==> src/rcg_pkg.sv <==
// Constants and types shared by the reset and clock-gating controller.
// Assumes a single 40 MHz core clock and a word-wide register access port.
package rcg_pkg;

  localparam int unsigned ADDR_W = 7;
  localparam int unsigned DATA_W = 32;

  localparam logic [6:0] ADDR_GCONF = 7'h00;
  localparam logic [6:0] ADDR_EVENT_REGISTER = 7'h0e;
  localparam logic [6:0] ADDR_GDELAY = 7'h14;
  localparam logic [6:0] ADDR_STBY_DELAY = 7'h15;
  localparam logic [6:0] ADDR_GTRIG = 7'h4f;
  localparam logic [6:0] ADDR_START_DELAY = 7'h7c;
  localparam logic [6:0] ADDR_STATUS = 7'h7d;

  localparam logic [31:0] GCONF_RST = 32'h0000_6020;
  localparam logic [31:0] DELAY_RST = 32'h0000_0000;
  localparam logic [2:0] GTRIG_RST = 3'h0;
  localparam int unsigned GCONF_GATE_EN_BIT = 17;
  localparam int unsigned GCONF_STBY_EN_BIT = 18;
  localparam int unsigned EV_RST_BIT = 31;
  localparam int unsigned KEY_LSB = 8;
  localparam logic [23:0] SW_RST_KEY = 24'h52_5354;
  localparam logic [2:0] GTRIG_FIRE = 3'h7;

  // Lead time before the next ramp start at which gating is released
  localparam int unsigned CLK_PERIOD_PS = 25000;
  localparam int unsigned WAKE_LEAD_NS = 400;
  localparam logic [31:0] WAKE_LEAD_CYC =
    32'((WAKE_LEAD_NS * 1000 + CLK_PERIOD_PS - 1) / CLK_PERIOD_PS);

  typedef enum logic [2:0] {
    GS_IDLE = 3'b001,
    GS_COUNT = 3'b010,
    GS_GATED = 3'b100
  } rcg_gstate_t;

  typedef struct packed {
    logic standby;
    logic counting;
    logic gated;
  } rcg_status_t;

endpackage

==> src/rcg_pin_sync.sv <==
// Three-stage synchroniser for a slow pin; the level moves only when the
// second and third stages agree. Assumes the pin is asynchronous to clk_in.
`timescale 1ns/1ps
`default_nettype none
module rcg_pin_sync
#(
  parameter logic RST_VAL = 1'b0
)
(
  input wire logic clk_in, // core clock
  input wire logic rst_n_in, // async reset, active low
  input wire logic pin_in, // raw pin
  output logic level_out // filtered level
);
  logic s1_q;
  logic s2_q;
  logic s3_q;
  logic level_d;

  always_comb
  begin
    level_d = level_out;
    if (s2_q == s3_q)
    begin
      level_d = s3_q;
    end
  end

  always_ff @(posedge clk_in or negedge rst_n_in)
  begin
    if (!rst_n_in)
    begin
      s1_q <= RST_VAL;
      s2_q <= RST_VAL;
      s3_q <= RST_VAL;
      level_out <= RST_VAL;
    end
    else
    begin
      s1_q <= pin_in;
      s2_q <= s1_q;
      s3_q <= s2_q;
      level_out <= level_d;
    end
  end
endmodule
`default_nettype wire

==> src/rcg_ctrl.sv <==
// Reset sources, reset event flag, clock-gating sequencer and ramp timers.
// Assumes register accesses arrive synchronous to core_clk_in, one per cycle.
`timescale 1ns/1ps
`default_nettype none
//  Contract
// - Hardware reset pin low returns all registers to defaults.
// - Power-on reset restores all register defaults without host action.
// - Key 0x525354 in bits 31:8 of 0x4F causes software reset.
// - Software reset key is ignored while safety freeze is active.
// - Any reset sets reset event flag, event register bit 31.
// - Gating acts only if enable bit 17 of 0x00 is set first.
// - Counter counts cycles; clock is gated when it reaches zero.
// - Zero gating delay gates clock immediately after trigger.
// - High level on step wake input ends gating.
// - Entering standby with standby-gating enabled starts the delay counter.
// - Standby starts when standby delay expires after ramp stop.
// - Gating is released shortly before the start delay expires.
// - Start delay runs from target reached until next ramp start.
module rcg_ctrl
  import rcg_pkg::*;
(
  input wire logic core_clk_in, // 40 MHz clock
  input wire logic rst_n_in, // power-on reset, active low
  input wire logic hw_reset_n_pin_in, // hardware reset pin, active low
  input wire logic step_wake_input_in, // wake pin, active high
  input wire logic safety_freeze_state_in, // freeze condition
  input wire logic target_reached_in, // ramp stopped, velocity zero
  input wire logic reg_wr_in, // register write strobe
  input wire logic reg_rd_in, // register read strobe
  input wire logic [ADDR_W-1:0] reg_addr_in, // register address
  input wire logic [DATA_W-1:0] reg_wdata_in, // write data
  output logic [DATA_W-1:0] reg_rdata_out, // read data, one cycle later
  output logic clk_gated_out, // internal clock gated off
  output logic standby_out, // standby phase active
  output logic ramp_start_out, // next ramp start pulse
  output logic regs_reset_out, // register reset pulse to the device
  output logic reset_event_out // reset event flag
);
  function automatic logic hit(input logic [ADDR_W-1:0] a, input logic [ADDR_W-1:0] off);
    hit = (a == off);
  endfunction
  logic hw_rst_lvl, wake_lvl;
  logic [31:0] gconf_q, gconf_d, gdelay_q, gdelay_d;
  logic [31:0] stby_delay_q, stby_delay_d, start_delay_q, start_delay_d;
  logic [2:0] gtrig_q, gtrig_d;
  rcg_gstate_t gstate_q, gstate_d;
  logic [31:0] gcnt_q, gcnt_d, stby_cnt_q, stby_cnt_d, start_cnt_q, start_cnt_d;
  logic reset_event_flag_q, reset_event_flag_d, stby_run_q, stby_run_d, standby_d, start_act_q, start_act_d, tr_q;
  logic [DATA_W-1:0] rdata_d;
  logic key_hit, regs_clear, trig_wr, gate_en, stby_en, stby_enter, tr_rise;
  logic wake_by_start, gstart;
  rcg_status_t status;

  rcg_pin_sync #(.RST_VAL(1'b1)) u_rst_sync (
    .clk_in(core_clk_in),
    .rst_n_in(rst_n_in),
    .pin_in(hw_reset_n_pin_in),
    .level_out(hw_rst_lvl)
  );
  rcg_pin_sync #(.RST_VAL(1'b0)) u_wake_sync (
    .clk_in(core_clk_in),
    .rst_n_in(rst_n_in),
    .pin_in(step_wake_input_in),
    .level_out(wake_lvl)
  );

  always_comb
  begin
    key_hit = reg_wr_in && hit(reg_addr_in, ADDR_GTRIG)
      && (reg_wdata_in[31:KEY_LSB] == SW_RST_KEY) && !safety_freeze_state_in;
    regs_clear = !hw_rst_lvl || key_hit;
    trig_wr = reg_wr_in && hit(reg_addr_in, ADDR_GTRIG) && (reg_wdata_in[2:0] == GTRIG_FIRE);
    gate_en = gconf_q[GCONF_GATE_EN_BIT];
    stby_en = gconf_q[GCONF_STBY_EN_BIT];
    tr_rise = target_reached_in && !tr_q;
    stby_enter = stby_run_q && (stby_cnt_q == 32'h0000_0000) && target_reached_in;
    wake_by_start = start_act_q && (start_cnt_q == WAKE_LEAD_CYC);
    gstart = gate_en && !wake_lvl && !wake_by_start
      && (trig_wr || (stby_en && stby_enter));
    status.standby = standby_out;
    status.counting = (gstate_q == GS_COUNT);
    status.gated = (gstate_q == GS_GATED);
  end
  // Register file; the event flag set beats a software clear in the same cycle
  always_comb
  begin
    gconf_d = gconf_q;
    gdelay_d = gdelay_q;
    stby_delay_d = stby_delay_q;
    start_delay_d = start_delay_q;
    gtrig_d = gtrig_q;
    reset_event_flag_d = reset_event_flag_q;
    if (reg_wr_in)
    begin
      if (hit(reg_addr_in, ADDR_GCONF))
        gconf_d = reg_wdata_in;
      if (hit(reg_addr_in, ADDR_GDELAY))
        gdelay_d = reg_wdata_in;
      if (hit(reg_addr_in, ADDR_STBY_DELAY))
        stby_delay_d = reg_wdata_in;
      if (hit(reg_addr_in, ADDR_START_DELAY))
        start_delay_d = reg_wdata_in;
      if (hit(reg_addr_in, ADDR_GTRIG))
        gtrig_d = reg_wdata_in[2:0];
      if (hit(reg_addr_in, ADDR_EVENT_REGISTER) && reg_wdata_in[EV_RST_BIT])
        reset_event_flag_d = 1'b0;
    end
    if (regs_clear)
    begin
      gconf_d = GCONF_RST;
      gdelay_d = DELAY_RST;
      stby_delay_d = DELAY_RST;
      start_delay_d = DELAY_RST;
      gtrig_d = GTRIG_RST;
      reset_event_flag_d = 1'b1;
    end
  end

  always_comb
  begin
    rdata_d = '0;
    case (reg_addr_in)
      ADDR_GCONF: rdata_d = gconf_q;
      ADDR_EVENT_REGISTER: rdata_d = {reset_event_flag_q, 31'h0000_0000};
      ADDR_GDELAY: rdata_d = gdelay_q;
      ADDR_STBY_DELAY: rdata_d = stby_delay_q;
      ADDR_GTRIG: rdata_d = {29'h0000_0000, gtrig_q};
      ADDR_START_DELAY: rdata_d = start_delay_q;
      ADDR_STATUS: rdata_d = {29'h0000_0000, status};
      default: rdata_d = '0;
    endcase
  end
  // Gating sequencer
  always_comb
  begin
    gstate_d = gstate_q;
    gcnt_d = gcnt_q;
    if (regs_clear)
    begin
      gstate_d = GS_IDLE;
      gcnt_d = 32'h0000_0000;
    end
    else if ((gstate_q != GS_IDLE) && (wake_lvl || !gate_en || wake_by_start))
      gstate_d = GS_IDLE;
    else if (gstart && (gstate_q != GS_GATED))
    begin
      if (gdelay_q == 32'h0000_0000)
        gstate_d = GS_GATED;
      else
      begin
        gstate_d = GS_COUNT;
        gcnt_d = gdelay_q;
      end
    end
    else
    begin
      case (gstate_q)
        GS_COUNT:
        begin
          if (gcnt_q <= 32'h0000_0001)
            gstate_d = GS_GATED;
          gcnt_d = gcnt_q - 32'h0000_0001;
        end
        GS_IDLE, GS_GATED: gcnt_d = gcnt_q;
        default: gstate_d = GS_IDLE;
      endcase
    end
  end
  // Standby and start delay timers, both armed by the ramp stop edge
  always_comb
  begin
    stby_run_d = stby_run_q;
    stby_cnt_d = stby_cnt_q;
    standby_d = standby_out;
    start_act_d = start_act_q;
    start_cnt_d = start_cnt_q;
    if (!target_reached_in || regs_clear)
    begin
      stby_run_d = 1'b0;
      standby_d = 1'b0;
    end
    else if (tr_rise)
    begin
      stby_run_d = 1'b1;
      stby_cnt_d = stby_delay_q;
    end
    else if (stby_enter)
    begin
      stby_run_d = 1'b0;
      standby_d = 1'b1;
    end
    else if (stby_run_q)
      stby_cnt_d = stby_cnt_q - 32'h0000_0001;
    if (regs_clear)
      start_act_d = 1'b0;
    else if (tr_rise && (start_delay_q != 32'h0000_0000))
    begin
      start_act_d = 1'b1;
      start_cnt_d = start_delay_q;
    end
    else if (start_act_q)
    begin
      start_cnt_d = start_cnt_q - 32'h0000_0001;
      if (start_cnt_q == 32'h0000_0001)
        start_act_d = 1'b0;
    end
  end

  always_ff @(posedge core_clk_in or negedge rst_n_in)
  begin
    if (!rst_n_in)
    begin
      gconf_q <= GCONF_RST;
      gdelay_q <= DELAY_RST;
      stby_delay_q <= DELAY_RST;
      start_delay_q <= DELAY_RST;
      gtrig_q <= GTRIG_RST;
      reset_event_flag_q <= 1'b1;
      gstate_q <= GS_IDLE;
      gcnt_q <= 32'h0000_0000;
      stby_run_q <= 1'b0;
      stby_cnt_q <= 32'h0000_0000;
      start_act_q <= 1'b0;
      start_cnt_q <= 32'h0000_0000;
      tr_q <= 1'b0;
      reg_rdata_out <= '0;
      clk_gated_out <= 1'b0;
      standby_out <= 1'b0;
      ramp_start_out <= 1'b0;
      regs_reset_out <= 1'b1;
      reset_event_out <= 1'b1;
    end
    else
    begin
      gconf_q <= gconf_d;
      gdelay_q <= gdelay_d;
      stby_delay_q <= stby_delay_d;
      start_delay_q <= start_delay_d;
      gtrig_q <= gtrig_d;
      reset_event_flag_q <= reset_event_flag_d;
      gstate_q <= gstate_d;
      gcnt_q <= gcnt_d;
      stby_run_q <= stby_run_d;
      stby_cnt_q <= stby_cnt_d;
      start_act_q <= start_act_d;
      start_cnt_q <= start_cnt_d;
      tr_q <= target_reached_in;
      reg_rdata_out <= reg_rd_in ? rdata_d : reg_rdata_out;
      clk_gated_out <= (gstate_d == GS_GATED);
      standby_out <= standby_d;
      ramp_start_out <= start_act_q && !regs_clear && (start_cnt_q == 32'h0000_0001);
      regs_reset_out <= regs_clear;
      reset_event_out <= reset_event_flag_d;
    end
  end

  logic quiet;
  assign quiet = !wake_lvl && !regs_clear && gate_en && !wake_by_start;
endmodule
`default_nettype wire

==> config.mk <==
export PLATFORM = sky130hd
export DESIGN_NAME = rcg_ctrl
export DESIGN_NICKNAME = d
export VERILOG_FILES = /design/src/rcg_pkg.sv /design/src/rcg_pin_sync.sv /design/src/rcg_ctrl.sv
export SDC_FILE = /design/constraint.sdc
export NUM_CORES = 1
export LEC_CHECK = 0
export ABC_AREA = 1
export BUFFER_PORTS_ARGS = -buffer_cell sky130_fd_sc_hd__clkbuf_2
export CAP_MARGIN = 5
export CORE_MARGIN = 2
export CORE_UTILIZATION = 35
export DETAILED_ROUTE_END_ITERATION = 10
export MAX_ROUTING_LAYER = met4
export PLACE_DENSITY = 0.6
export SETUP_SLACK_MARGIN = 0.02
export SLEW_MARGIN = 30
export SYNTH_ARGS = -nofsm -noshare
export SYNTH_HDL_FRONTEND = slang
export SYNTH_SLANG_ARGS = --single-unit
==> constraint.sdc <==
create_clock -name core_clk_in -period 2.6 [get_ports core_clk_in]
set_input_delay 0.52 -clock core_clk_in [delete_from_list [all_inputs] [get_ports core_clk_in]]
set_output_delay 0.52 -clock core_clk_in [all_outputs]
set_load 0.005 [all_outputs]
==> impl_metrics.py, run 1 <==
metrics = {
    "setup_path": {
        "rr_startpoint": "start_delay_q[12]",
        "arrival_ns": 2.83,
        "start_kind": "register",
        "criticalPathCategory": "reg2reg",
        "critPathCaptureType": "register",
        "r2r_cells": 11,
        "r2r_end": "start_cnt_q[27]",
        "crit_path_max_fanout": 31,
        "regToRegSetupSlack_ns": 0.20,
        "critPathRequiredTime_ns": 3.03,
    },
    "pwr": {
        "pwr-share-comb": 0.335,
        "power.switching_mw": 6.558,
        "ir_worst_vdd_mv": 0.5177,
        "power.total_mw": 16.84,
        "power_density_mw_per_mm2": 935.1,
        "clock_power_share": 0.305,
        "power.internal_mw": 10.29,
        "sw_frac_of_total": 0.3893,
        "cellLeakagePower_nw": 8.707,
        "seqPwrFrac": 0.360,
    },
    "timing": {
        "timing.fmax_ghz": 0.4164,
        "timing.final.ws_setup_ns": 0.1983,
        "rsz0062_at_grt": "no",
        "setup_violations": 0,
        "finalMaxSlewViolations": 0,
        "slew_headroom": 0.4738,
        "hold_ws_ns": 0.06457,
        "worst-slew-pin-transition_ns": 0.7874,
        "period_share": 0.9237,
        "period_needed_ns": 2.402,
        "fin_skew_ns": 0.02144,
        "finalHoldViolCount": 0,
    },
    "synthesis": {
        "synth_edf_count": 0,
        "synth_compound_area_frac": 0.1281,
        "synth_mux_area_frac": 0.005923,
        "ys_seq_area_frac": 0.4582,
        "syn_inst": 2079,
        "ys_ff_latch": 278,
        "synthDistinctLibCells": 40,
        "synth_top_family_by_area": "simple AND/OR/NAND/NOR gates",
        "synth_fa_ha_area_frac": 0.006253,
        "synth.net_count": 2132,
        "postSynthAreaPerCell_um2": 7.315,
        "synth-xor-area-share": 0.03974,
        "synth_area_mm2": 0.01521,
        "async_flop_share": 1.000,
        "ys_dominant_reg_cell": "dfrtp_1",
        "yosys.area_share.simple": 0.2847,
        "yosysWarnings": 0,
    },
    "route": {
        "vias": 14580,
        "firstDrtPassIters": 6,
        "drc": 0,
        "routed_wl_um": 53930,
        "antenna_left": 0,
        "drt_iter0_drc": 1406,
        "wl_per_cell_um": 19.27,
        "via_per_inst": 5.210,
    },
    "global_route": {
        "grt_max_degree": 63,
        "grt_pass1_vias": 13850,
        "track_usage": 0.2506,
        "antenna_found_initial": 6,
        "overflow": 0,
        "grt_pass1_wl_um": 82780,
    },
    "clock_tree": {
        "cts_tree": "built",
        "clock_latency_ns": 0.56,
        "cts.clk_slew.worst_paths_ns": 0.06,
        "htree_num_levels": 2,
        "cts_made_buffers": 35,
        "clock_sinks": 278,
        "cts_root_buffer": "clkbuf_16",
        "cts_buffer_depth": 3,
        "cts_setup_buffers": 0,
    },
    "placement": {
        "dp_hpwl_um": 39970,
        "placed_cells": 2729,
        "place_ws_ns": -0.09592,
        "portBuffers": 83,
        "gp_congestion": 0.9350,
    },
    "floorplanning": {
        "initial_utilization": 0.3538,
        "fp.dieArea_mm2": 0.04514,
        "die_w_um": 212.5,
        "boundaryPins": 84,
        "core_region_area_mm2": 0.04298,
        "row_count": 76,
        "die_y_um": 212.5,
    },
    "min_path": {
        "min_from": "hw_reset_n_pin_in",
        "hold_class": "in2reg",
        "min_to": "u_rst_sync.s1_q",
        "holdPathStages": 1,
    },
    "cells_and_area": {
        "nNetsFinal": 2236,
        "final_cells": 2799,
        "syn2layout_area_growth_pct": 18.44,
        "fillers": 4520,
        "drive_gt1_frac": 0.1176,
    },
    "job": {
        "max_cap_viol_count": 0,
    },
    "status": {
        "run_status": "complete, no violations",
    },
}
==> cell usage in the layout, fill, tap and decap left out, types with 5 or more instances in the layout <==
cell / count
xnor2_1: 38
clkbuf_1: 10
clkbuf_8: 5
ha_1: 6
nor3_1: 20
dfstp_2: 10
mux2_2: 8
nor2_4: 5
nor4_1: 8
clkbuf_2: 82
nor2_1: 206
dfrtp_1: 268
a21oi_1: 35
nor2_2: 9
nand3_1: 119
nand4_1: 39
clkbuf_16: 36
nand2_1: 615
xor2_1: 31
inv_1: 201
buf_4: 59
o21ai_0: 306
o22ai_1: 18
nand3b_1: 8
buf_12: 10
==> metrics by stage <==
stage / util / TNS [ns] / cell area, µm²
final: 0.4191 / 0 / 18010
after global routing: 0.4191 / 0 / 18010
after global placement: 0.3867 / -5.369 / 16620
after CTS: 0.4167 / 0 / 17910
after detailed placement: 0.3887 / -1.022 / 16700
after floorplan: - / 0 / 15210
==> cell type report <==
class,instances,area [µm²],area share
diodes,4,10.01,0.0005557
clock inverters,13,188.9,0.01049
repair buffers,157,1176,0.06529
inverters,202,758.2,0.04209
flip-flops and latches,278,6969,0.3869
multi-input cells,1509,7172,0.3981
well taps,585,732.0,0.04063
clock buffers,51,1007,0.05591
==> worst max-delay path, stage by stage (launching register included) <==
cell and delay, ns:
dfrtp_1 0.38, inv_1 0.26, nand4_1 0.28, nor4_1 0.26
nand2_1 0.12, nand2_1 0.24, nand2_1 0.11, nand2_1 0.14
inv_1 0.05, buf_4 0.24, nand2_1 0.11, nand2_1 0.05
==> kinds of logic (layout without fill, tap and decap cells) <==
group,after synthesis,in the layout
mux,8,8
compound gates,377,377
fa+ha+maj,8,8
xor+xnor,69,69
simple gates,1046,1047
flops,278,278
buf+inv,293,423
other cells,0,4
==> Yosys cell counts (10+ instances only) <==
cell        n  share of area
o22ai_1    18         0.0074
xor2_1     31          0.018
nand3_1   120          0.039
nand4_1    39          0.016
inv_1     201          0.050
nor2_1    211          0.052
buf_2      28         0.0092
nor3_1     20         0.0066
dfstp_2    10          0.017
xnor2_1    38          0.022
a21oi_1    35          0.012
o21ai_0   306           0.10
dfrtp_1   268           0.44
nand2_1   616           0.15
clkbuf_1   56          0.014
==> what timing repair did <==
action,4_1_cts,5_1_grt
resized for setup,0,17
setup endpoints to repair,0,31
hold endpoints to repair,43,0
hold buffers,1,0
==> sequential cells by signal (all words and copies together), names as in the netlist, 3 cells and up <==
register	flops
gcnt_q	32
gconf_q	32
gdelay_q	32
reg_rdata_out	32
start_cnt_q	32
start_delay_q	32
stby_cnt_q	32
stby_delay_q	32
gstate_q	3
gtrig_q	3
==> routing by layer <==
metal  part of all wire  routed length [µm]  global-route usage
met1               0.45               24200              0.3435
met2               0.44               23530              0.3712
met3              0.086                4663             0.05569
met4              0.028                1533             0.07331
met5                  0                   0                   -
==> power by group through the flow <==
stage / Clock, mW / Combinational (mW) / Sequential (mW)
2_1_floorplan: 0 / 4.02 / 5.80
3_3_place_gp: 0 / 5.46 / 6.08
3_5_place_dp: 0 / 5.55 / 6.09
4_1_cts: 5.22 / 5.58 / 6.03
5_1_grt: 5.40 / 6.43 / 6.18
6_report: 5.14 / 5.65 / 6.06
==> how the worst max path moves through the flow <==
stage,startpoint,to,slack [ns],cells after the start
floorplan,start_cnt_q[0],gcnt_q[11],0.58,17
global placement,reg_wdata_in[20],gconf_q[15],-0.15,10
detailed placement,reg_addr_in[1],stby_delay_q[19],-0.1,10
CTS,stby_cnt_q[12],gcnt_q[28],0.09,12
global route,start_cnt_q[0],gcnt_q[18],0.03,17
finish,start_delay_q[12],start_cnt_q[27],0.20,11
(Power assumes the default switching activity.)
==> run 2, diff against run 1 <==
--- a/config.mk
+++ b/config.mk
@@ -17,4 +17,5 @@
 export SLEW_MARGIN = 30
 export SYNTH_ARGS = -nofsm -noshare
 export SYNTH_HDL_FRONTEND = slang
+export SYNTH_HIERARCHICAL = 1
 export SYNTH_SLANG_ARGS = --single-unit
==> run 2 against run 1 <==
Compared with the run above: worst setup slack worse by 0.0095 ns; flip-flop and latch count unchanged; register-to-register slack about the same; utilization down 0.26 points; cell count up 0.93%; global-route usage down 0.63 points; area after synthesis up 0.37%; highest routed layer unchanged.
==> impl_metrics.py, run 2 <==
metrics = {
    "cells_and_area": {
        "drive_gt1_frac": 0.1098,
        "mostFrequentLayoutCells": "nand2_1, o21ai_0, dfrtp_1, nor2_1, inv_1",
        "final_common_cell": "nand2_1",
        "nNetsFinal": 2269,
        "fillers": 4466,
        "fin_util": 0.4165,
        "antennaDiodeCount": 0,
        "syn2layout_area_growth_pct": 17.53,
        "final_cells": 2825,
    },
    "global_route": {
        "grt_pass1_wl_um": 81730,
        "track_usage": 0.2443,
        "antenna_found_initial": 1,
        "overflow": 0,
        "grt_pass1_vias": 13860,
        "grt_max_degree": 69,
    },
    "floorplanning": {
        "boundaryPins": 84,
        "die_y_um": 212.8,
        "row_count": 76,
        "core_region_area_mm2": 0.04308,
        "die_w_um": 212.8,
        "fp.dieArea_mm2": 0.04530,
        "initial_utilization": 0.3544,
    },
    "route": {
        "routed_wl_um": 52560,
        "vias": 14540,
        "drt_iter0_drc": 1398,
        "wl_per_cell_um": 18.60,
        "firstDrtPassIters": 6,
        "drc": 0,
        "antenna_left": 0,
        "via_per_inst": 5.146,
    },
    "synthesis": {
        "postSynthAreaPerCell_um2": 7.204,
        "yosys.area_share.simple": 0.2997,
        "synth_top_family_by_area": "simple AND/OR/NAND/NOR gates",
        "synth_area_mm2": 0.01526,
        "ys_ff_latch": 278,
        "ys_dominant_reg_cell": "dfrtp_1",
        "syn_inst": 2119,
        "synthMostInstantiatedCell": "nand2_1",
        "synth_area_leaders": "dfrtp_1, nand2_1, o21ai_0",
        "synth.net_count": 2172,
        "synth_edf_count": 0,
        "synth.largest_area_cell": "dfrtp_1",
        "yosysWarnings": 6,
        "ys_seq_area_frac": 0.4566,
        "synth_fa_ha_area_frac": 0.004918,
        "synth_mux_area_frac": 0,
        "synth_compound_area_frac": 0.1254,
        "synthDistinctLibCells": 41,
        "synth-xor-area-share": 0.03844,
        "yosysTopAreaCellShare": 0.4393,
        "async_flop_share": 1.000,
        "synth_common_cells": "nand2_1, o21ai_0, dfrtp_1",
    },
    "clock_tree": {
        "cts_root_buffer": "clkbuf_16",
        "clock_latency_ns": 0.56,
        "cts_made_buffers": 35,
        "clock_sinks": 278,
        "cts_tree": "built",
        "htree_num_levels": 2,
        "cts_buffer_depth": 3,
        "cts.clk_slew.worst_paths_ns": 0.06,
        "cts_setup_buffers": 0,
    },
    "placement": {
        "place_ws_ns": 0.1368,
        "placed_cells": 2763,
        "gp_congestion": 0.9230,
        "dp_hpwl_um": 38900,
        "portBuffers": 83,
    },
    "timing": {
        "totalNegativeSetupSlack_ns": 0,
        "finalMaxSlewViolations": 0,
        "timing.fmax_ghz": 0.4147,
        "period_needed_ns": 2.411,
        "setup_violations": 0,
        "timing.final.ws_setup_ns": 0.1888,
        "fin_skew_ns": 0.03502,
        "worst-slew-pin-transition_ns": 0.6589,
        "period_share": 0.9274,
        "finalHoldViolCount": 0,
        "slew_headroom": 0.5603,
        "rsz0062_at_grt": "yes",
    },
    "pwr": {
        "cellLeakagePower_nw": 8.776,
        "power.switching_mw": 6.390,
        "power.total_mw": 16.41,
        "power.internal_mw": 10.02,
        "pwr-share-comb": 0.336,
        "clock_power_share": 0.302,
        "seqPwrFrac": 0.362,
        "sw_frac_of_total": 0.3894,
        "ir_worst_vdd_mv": 0.5172,
        "power_density_mw_per_mm2": 914.5,
    },
    "setup_path": {
        "critPathRequiredTime_ns": 3.03,
        "criticalPathCategory": "reg2reg",
        "critical_path.cell_chain": "nor2_1, nand2_1, nor2_1, nand2_1, nor2_1, nand3_1, nand2_2, nand2_2, nor2_1, nor2_1, nand2_1, nand2_1",
        "crit_slowest_cell": "dfrtp_1",
        "path_buf_inv": 0,
        "max_stage_delay_ns": 0.44,
        "arrival_ns": 2.84,
        "critPathCaptureType": "register",
        "cp-startpoint": "stby_cnt_q[9]",
        "crit_path_max_fanout": 15,
        "critical_path.top_delay_family": "simple AND/OR/NAND/NOR gates",
        "start_kind": "register",
        "worst_path_most_repeated_cell": "nor2_1",
        "rr_startpoint": "stby_cnt_q[9]",
    },
    "status": {
        "run_status": "complete, no violations",
    },
    "job": {
        "max_cap_viol_count": 0,
    },
    "min_path": {
        "min_from": "hw_reset_n_pin_in",
        "hold_class": "in2reg",
    },
}
-- run 2: cell types whose count changed after synthesis, sizes merged, moves of 4 or more --
cell	previous run	this run
nand2	623	703
nand3	121	105
nor2	220	235
nand4	39	30
inv	202	194
mux2	8	0
o21ai	308	302
xnor2	38	32
a31oi	5	0
clkbuf	56	51
o211ai	2	6
xor2	31	35
-- run 2: logic make-up after synthesis --
| group | count (synthesis) |
|---|---|
| flops | 278 |
| compound gates | 368 |
| xor+xnor | 67 |
| buf+inv | 286 |
| simple gates | 1114 |
| fa+ha+maj | 6 |
-- run 2: worst reg2reg max path, stage by stage, from the launching register on --
cell and delay, ns:
dfrtp_1 0.44, nor2_1 0.26, nand2_1 0.11, nor2_1 0.20
nand2_1 0.08, nor2_1 0.12, nand3_1 0.22, nand2_2 0.14
nand2_2 0.25, nor2_1 0.26, nor2_1 0.08, nand2_1 0.07
nand2_1 0.05
-- run 2: cell type report --
class | count | area (µm²) | area share
clock buffer | 46 | 978.4 | 0.05454
clock inverter | 15 | 172.7 | 0.009624
inverter | 197 | 739.5 | 0.04122
multi-input combinational | 1555 | 7197 | 0.4011
sequential | 278 | 6969 | 0.3884
tap | 585 | 732.0 | 0.04080
timing repair buffer | 149 | 1152 | 0.06423
-- run 2: power by group through the flow --
stage	Combinational (mW)	Sequential [mW]	Clock, mW
finish	5.52	5.94	4.95
global placement	5.38	5.96	0
global route	6.34	6.04	5.19
detailed placement	5.45	5.97	0
CTS	5.48	5.91	5.03
floorplan	4.08	5.72	0
-- run 2: metal layers --
layer | global-route usage | up-vias | part of all wire
li1 | - | 6952 | -
met1 | 0.3372 | 6957 | 0.45
met2 | 0.3616 | 535 | 0.44
met3 | 0.04236 | 93 | 0.076
met4 | 0.08560 | 0 | 0.031
met5 | - | - | 0
-- run 2: worst paths after layout --
| kind | to | slack [ns] | cells after the start |
|---|---|---|---|
| max in group asynchronous | regs_reset_out | 1.29 | 3 |
| min in group asynchronous | stby_cnt_q[18] | 0.57 | 2 |
| worst min-delay path | u_rst_sync/s1_q | 0.05 | 1 |
| worst max-delay path | gcnt_q[12] | 0.19 | 12 |
| worst max register to register | gcnt_q[12] | 0.19 | 12 |
| worst min register to register | u_wake_sync/s2_q | 0.36 | 0 |
-- run 2: stage by stage --
step | instance area, µm² | hold slack, ns
global placement | 16760 | 0.3407
global route | 17940 | 0.03827
CTS | 17920 | 0.03580
finish | 17940 | 0.05248
floorplan | 15260 | 0.2244
detailed placement | 16760 | 0.3523
-- run 2: what timing repair did --
item | in CTS | in global routing
hold endpoints to repair | 56 | 0
hold buffers | 1 | 0
endpoints found under the setup margin | 0 | 28
resized for setup | 0 | 4
==> run 3, diff against run 2 <==
--- a/config.mk
+++ b/config.mk
@@ -11,10 +11,10 @@
 export CORE_MARGIN = 2
 export CORE_UTILIZATION = 35
 export DETAILED_ROUTE_END_ITERATION = 10
+export GPL_TIMING_DRIVEN = 0
 export MAX_ROUTING_LAYER = met4
 export PLACE_DENSITY = 0.6
 export SETUP_SLACK_MARGIN = 0.02
-export SLEW_MARGIN = 30
 export SYNTH_ARGS = -nofsm -noshare
 export SYNTH_HDL_FRONTEND = slang
 export SYNTH_HIERARCHICAL = 1
==> run 3 against run 2 <==
Compared with the run above: the flow now finishes with violations (hold timing); die area unchanged; sequential power about the same; worst hold slack got worse by 0.053 ns; cell count increased by 0.92%; worst setup slack got worse by 0.033 ns; cell area decreased by 1.8%; wire length increased by 5.4%; fmax decreased by 1.3%; count of clock-buffer cells in the layout increased by 2; first-iteration DRC count increased by 14%; highest routed layer unchanged.
==> impl_metrics.py, run 3 (synthesized netlist as in run 2, its figures left out) <==
metrics = {
    "status": {
        "run_status": "complete, but fails checks",
        "violations": "hold timing",
    },
    "global_route": {
        "antenna_found_initial": 1,
        "grt_max_degree": 109,
        "grt_pass1_vias": 14120,
        "track_usage": 0.2560,
        "overflow": 0,
        "grt_pass1_wl_um": 84410,
    },
    "timing": {
        "timing.fmax_ghz": 0.4092,
        "period_share": 0.9399,
        "slew_headroom": 0.4025,
        "fin_skew_ns": 0.04000,
        "rsz0062_at_grt": "no",
        "finalMaxSlewViolations": 0,
        "totalNegativeSetupSlack_ns": 0,
        "finalHoldViolCount": 1,
        "period_needed_ns": 2.444,
        "timing.final.ws_setup_ns": 0.1562,
        "hold_ws_ns": -0.00006040,
        "setup_violations": 0,
        "worst-slew-pin-transition_ns": 0.8963,
    },
    "route": {
        "met2_length_um": 24360,
        "wl_per_cell_um": 19.42,
        "antenna_left": 0,
        "wl_met1_um": 24610,
        "drt_iter0_drc": 1597,
        "via_per_inst": 5.202,
        "dr_wl_met3_um": 4599,
        "maxUsedRoutingLayer": "met4",
        "vias": 14830,
        "firstDrtPassIters": 8,
        "routed_wl_um": 55370,
        "drc": 0,
    },
    "clock_tree": {
        "cts_buffer_depth": 3,
        "ctsHoldBuffers": 0,
        "cts_made_buffers": 34,
        "clock_latency_ns": 0.57,
        "cts_root_buffer": "clkbuf_16",
        "cts_tree": "built",
        "cts.clk_slew.worst_paths_ns": 0.06,
        "htree_num_levels": 2,
        "clock_sinks": 278,
    },
    "floorplanning": {
        "die_y_um": 212.8,
        "fp.dieArea_mm2": 0.04530,
        "boundaryPins": 84,
        "row_count": 76,
        "core_region_area_mm2": 0.04308,
        "die_w_um": 212.8,
        "initial_utilization": 0.3544,
    },
    "cells_and_area": {
        "antennaDiodeCount": 0,
        "final_common_cell": "nand2_1",
        "final_cells": 2851,
        "syn2layout_area_growth_pct": 15.47,
        "mostFrequentLayoutCells": "nand2_1, o21ai_0, dfrtp_1, nor2_1, inv_1",
        "final_area_mm2": 0.01763,
        "drive_gt1_frac": 0.09312,
        "nNetsFinal": 2294,
    },
    "pwr": {
        "ir_worst_vdd_mv": 0.5175,
        "power.total_mw": 16.28,
        "power_density_mw_per_mm2": 923.4,
        "power.switching_mw": 6.463,
        "seqPwrFrac": 0.365,
        "power.internal_mw": 9.814,
        "clock_power_share": 0.296,
        "pwr-share-comb": 0.340,
        "sw_frac_of_total": 0.3971,
        "cellLeakagePower_nw": 8.606,
    },
    "job": {
        "max_cap_viol_count": 0,
    },
    "placement": {
        "placed_area_mm2": 0.01648,
        "portBuffers": 83,
        "gp_congestion": 0.9901,
        "placed_cells": 2789,
        "dp_hpwl_um": 42410,
        "place_ws_ns": -0.3718,
    },
    "setup_path": {
        "start_kind": "register",
        "arrival_ns": 2.88,
        "criticalPathCategory": "reg2reg",
        "critPathCaptureType": "register",
        "critPathRequiredTime_ns": 3.04,
        "crit_path_max_fanout": 10,
        "regToRegSetupSlack_ns": 0.16,
    },
    "min_path": {
        "hold_class": "in2async",
    },
}
[run 3: cell count changes in the layout (fill, tap and decap cells not counted), sizes merged]
cell         delta
buf            -28
clkinvlp        -2
clkbuf         +57
dlygate4sd3     -1
inv             +2
clkinv          -2
[run 3: cell type report]
class,instances,area [µm²]
clock inverter,13,171.4
tap,585,732.0
timing repair buffer,86,486.7
buffer,89,414.1
inverter,197,739.5
multi-input combinational,1555,7179
fill,4569,25450
clock buffer,48,933.4
sequential,278,6969
[run 3: worst paths after layout]
check / start / endpoint / depth (start not counted)
worst min register to register: u_wake_sync/s1_q / u_wake_sync/s2_q / 0
min in group core_clk_in: hw_reset_n_pin_in / u_rst_sync/s1_q / 1
worst max register to register: start_delay_q[4] / start_cnt_q[7] / 9
worst max-delay path: start_delay_q[4] / start_cnt_q[7] / 9
worst min-delay path: rst_n_in / start_cnt_q[22] / 1
max in group asynchronous: rst_n_in / gcnt_q[13] / 2
[run 3: routing by layer]
| layer | up-vias | GRT usage |
|---|---|---|
| li1 | 7031 | - |
| met3 | 101 | 0.04780 |
| met1 | 7113 | 0.3520 |
| met5 | - | - |
| met4 | 0 | 0.09139 |
| met2 | 586 | 0.3768 |
[run 3: repair_timing]
action                     CTS  global route
resized for setup            0            11
setup endpoints to repair    0            39
buffers inserted             0             1
[run 3: power by group through the flow]
stage / clock network [mW] / registers (mW) / logic [mW]
after global placement: 0 / 5.97 / 5.36
final: 4.81 / 5.94 / 5.53
after floorplan: 0 / 5.72 / 4.08
after detailed placement: 0 / 5.98 / 5.41
after global routing: 5.06 / 6.03 / 6.33
after CTS: 4.89 / 5.91 / 5.45
[run 3: through the flow]
stage                     utilization  hold slack, ns
after floorplan                     -          0.2244
after global placement         0.3810          0.3350
after detailed placement       0.3825          0.3404
after CTS                      0.4081         0.01651
after global routing           0.4092         0.03033
final                          0.4092     -0.00006040
[run 3: worst max-delay path, stage by stage (launching register included)]
cell	delay, ns
dfrtp_1	0.39
inv_1	0.32
nand4_1	0.14
nor2_1	0.12
nand4_1	0.09
nand2_1	0.30
clkbuf_1	0.58
o21ai_0	0.22
nand2_1	0.11
nand2_1	0.05
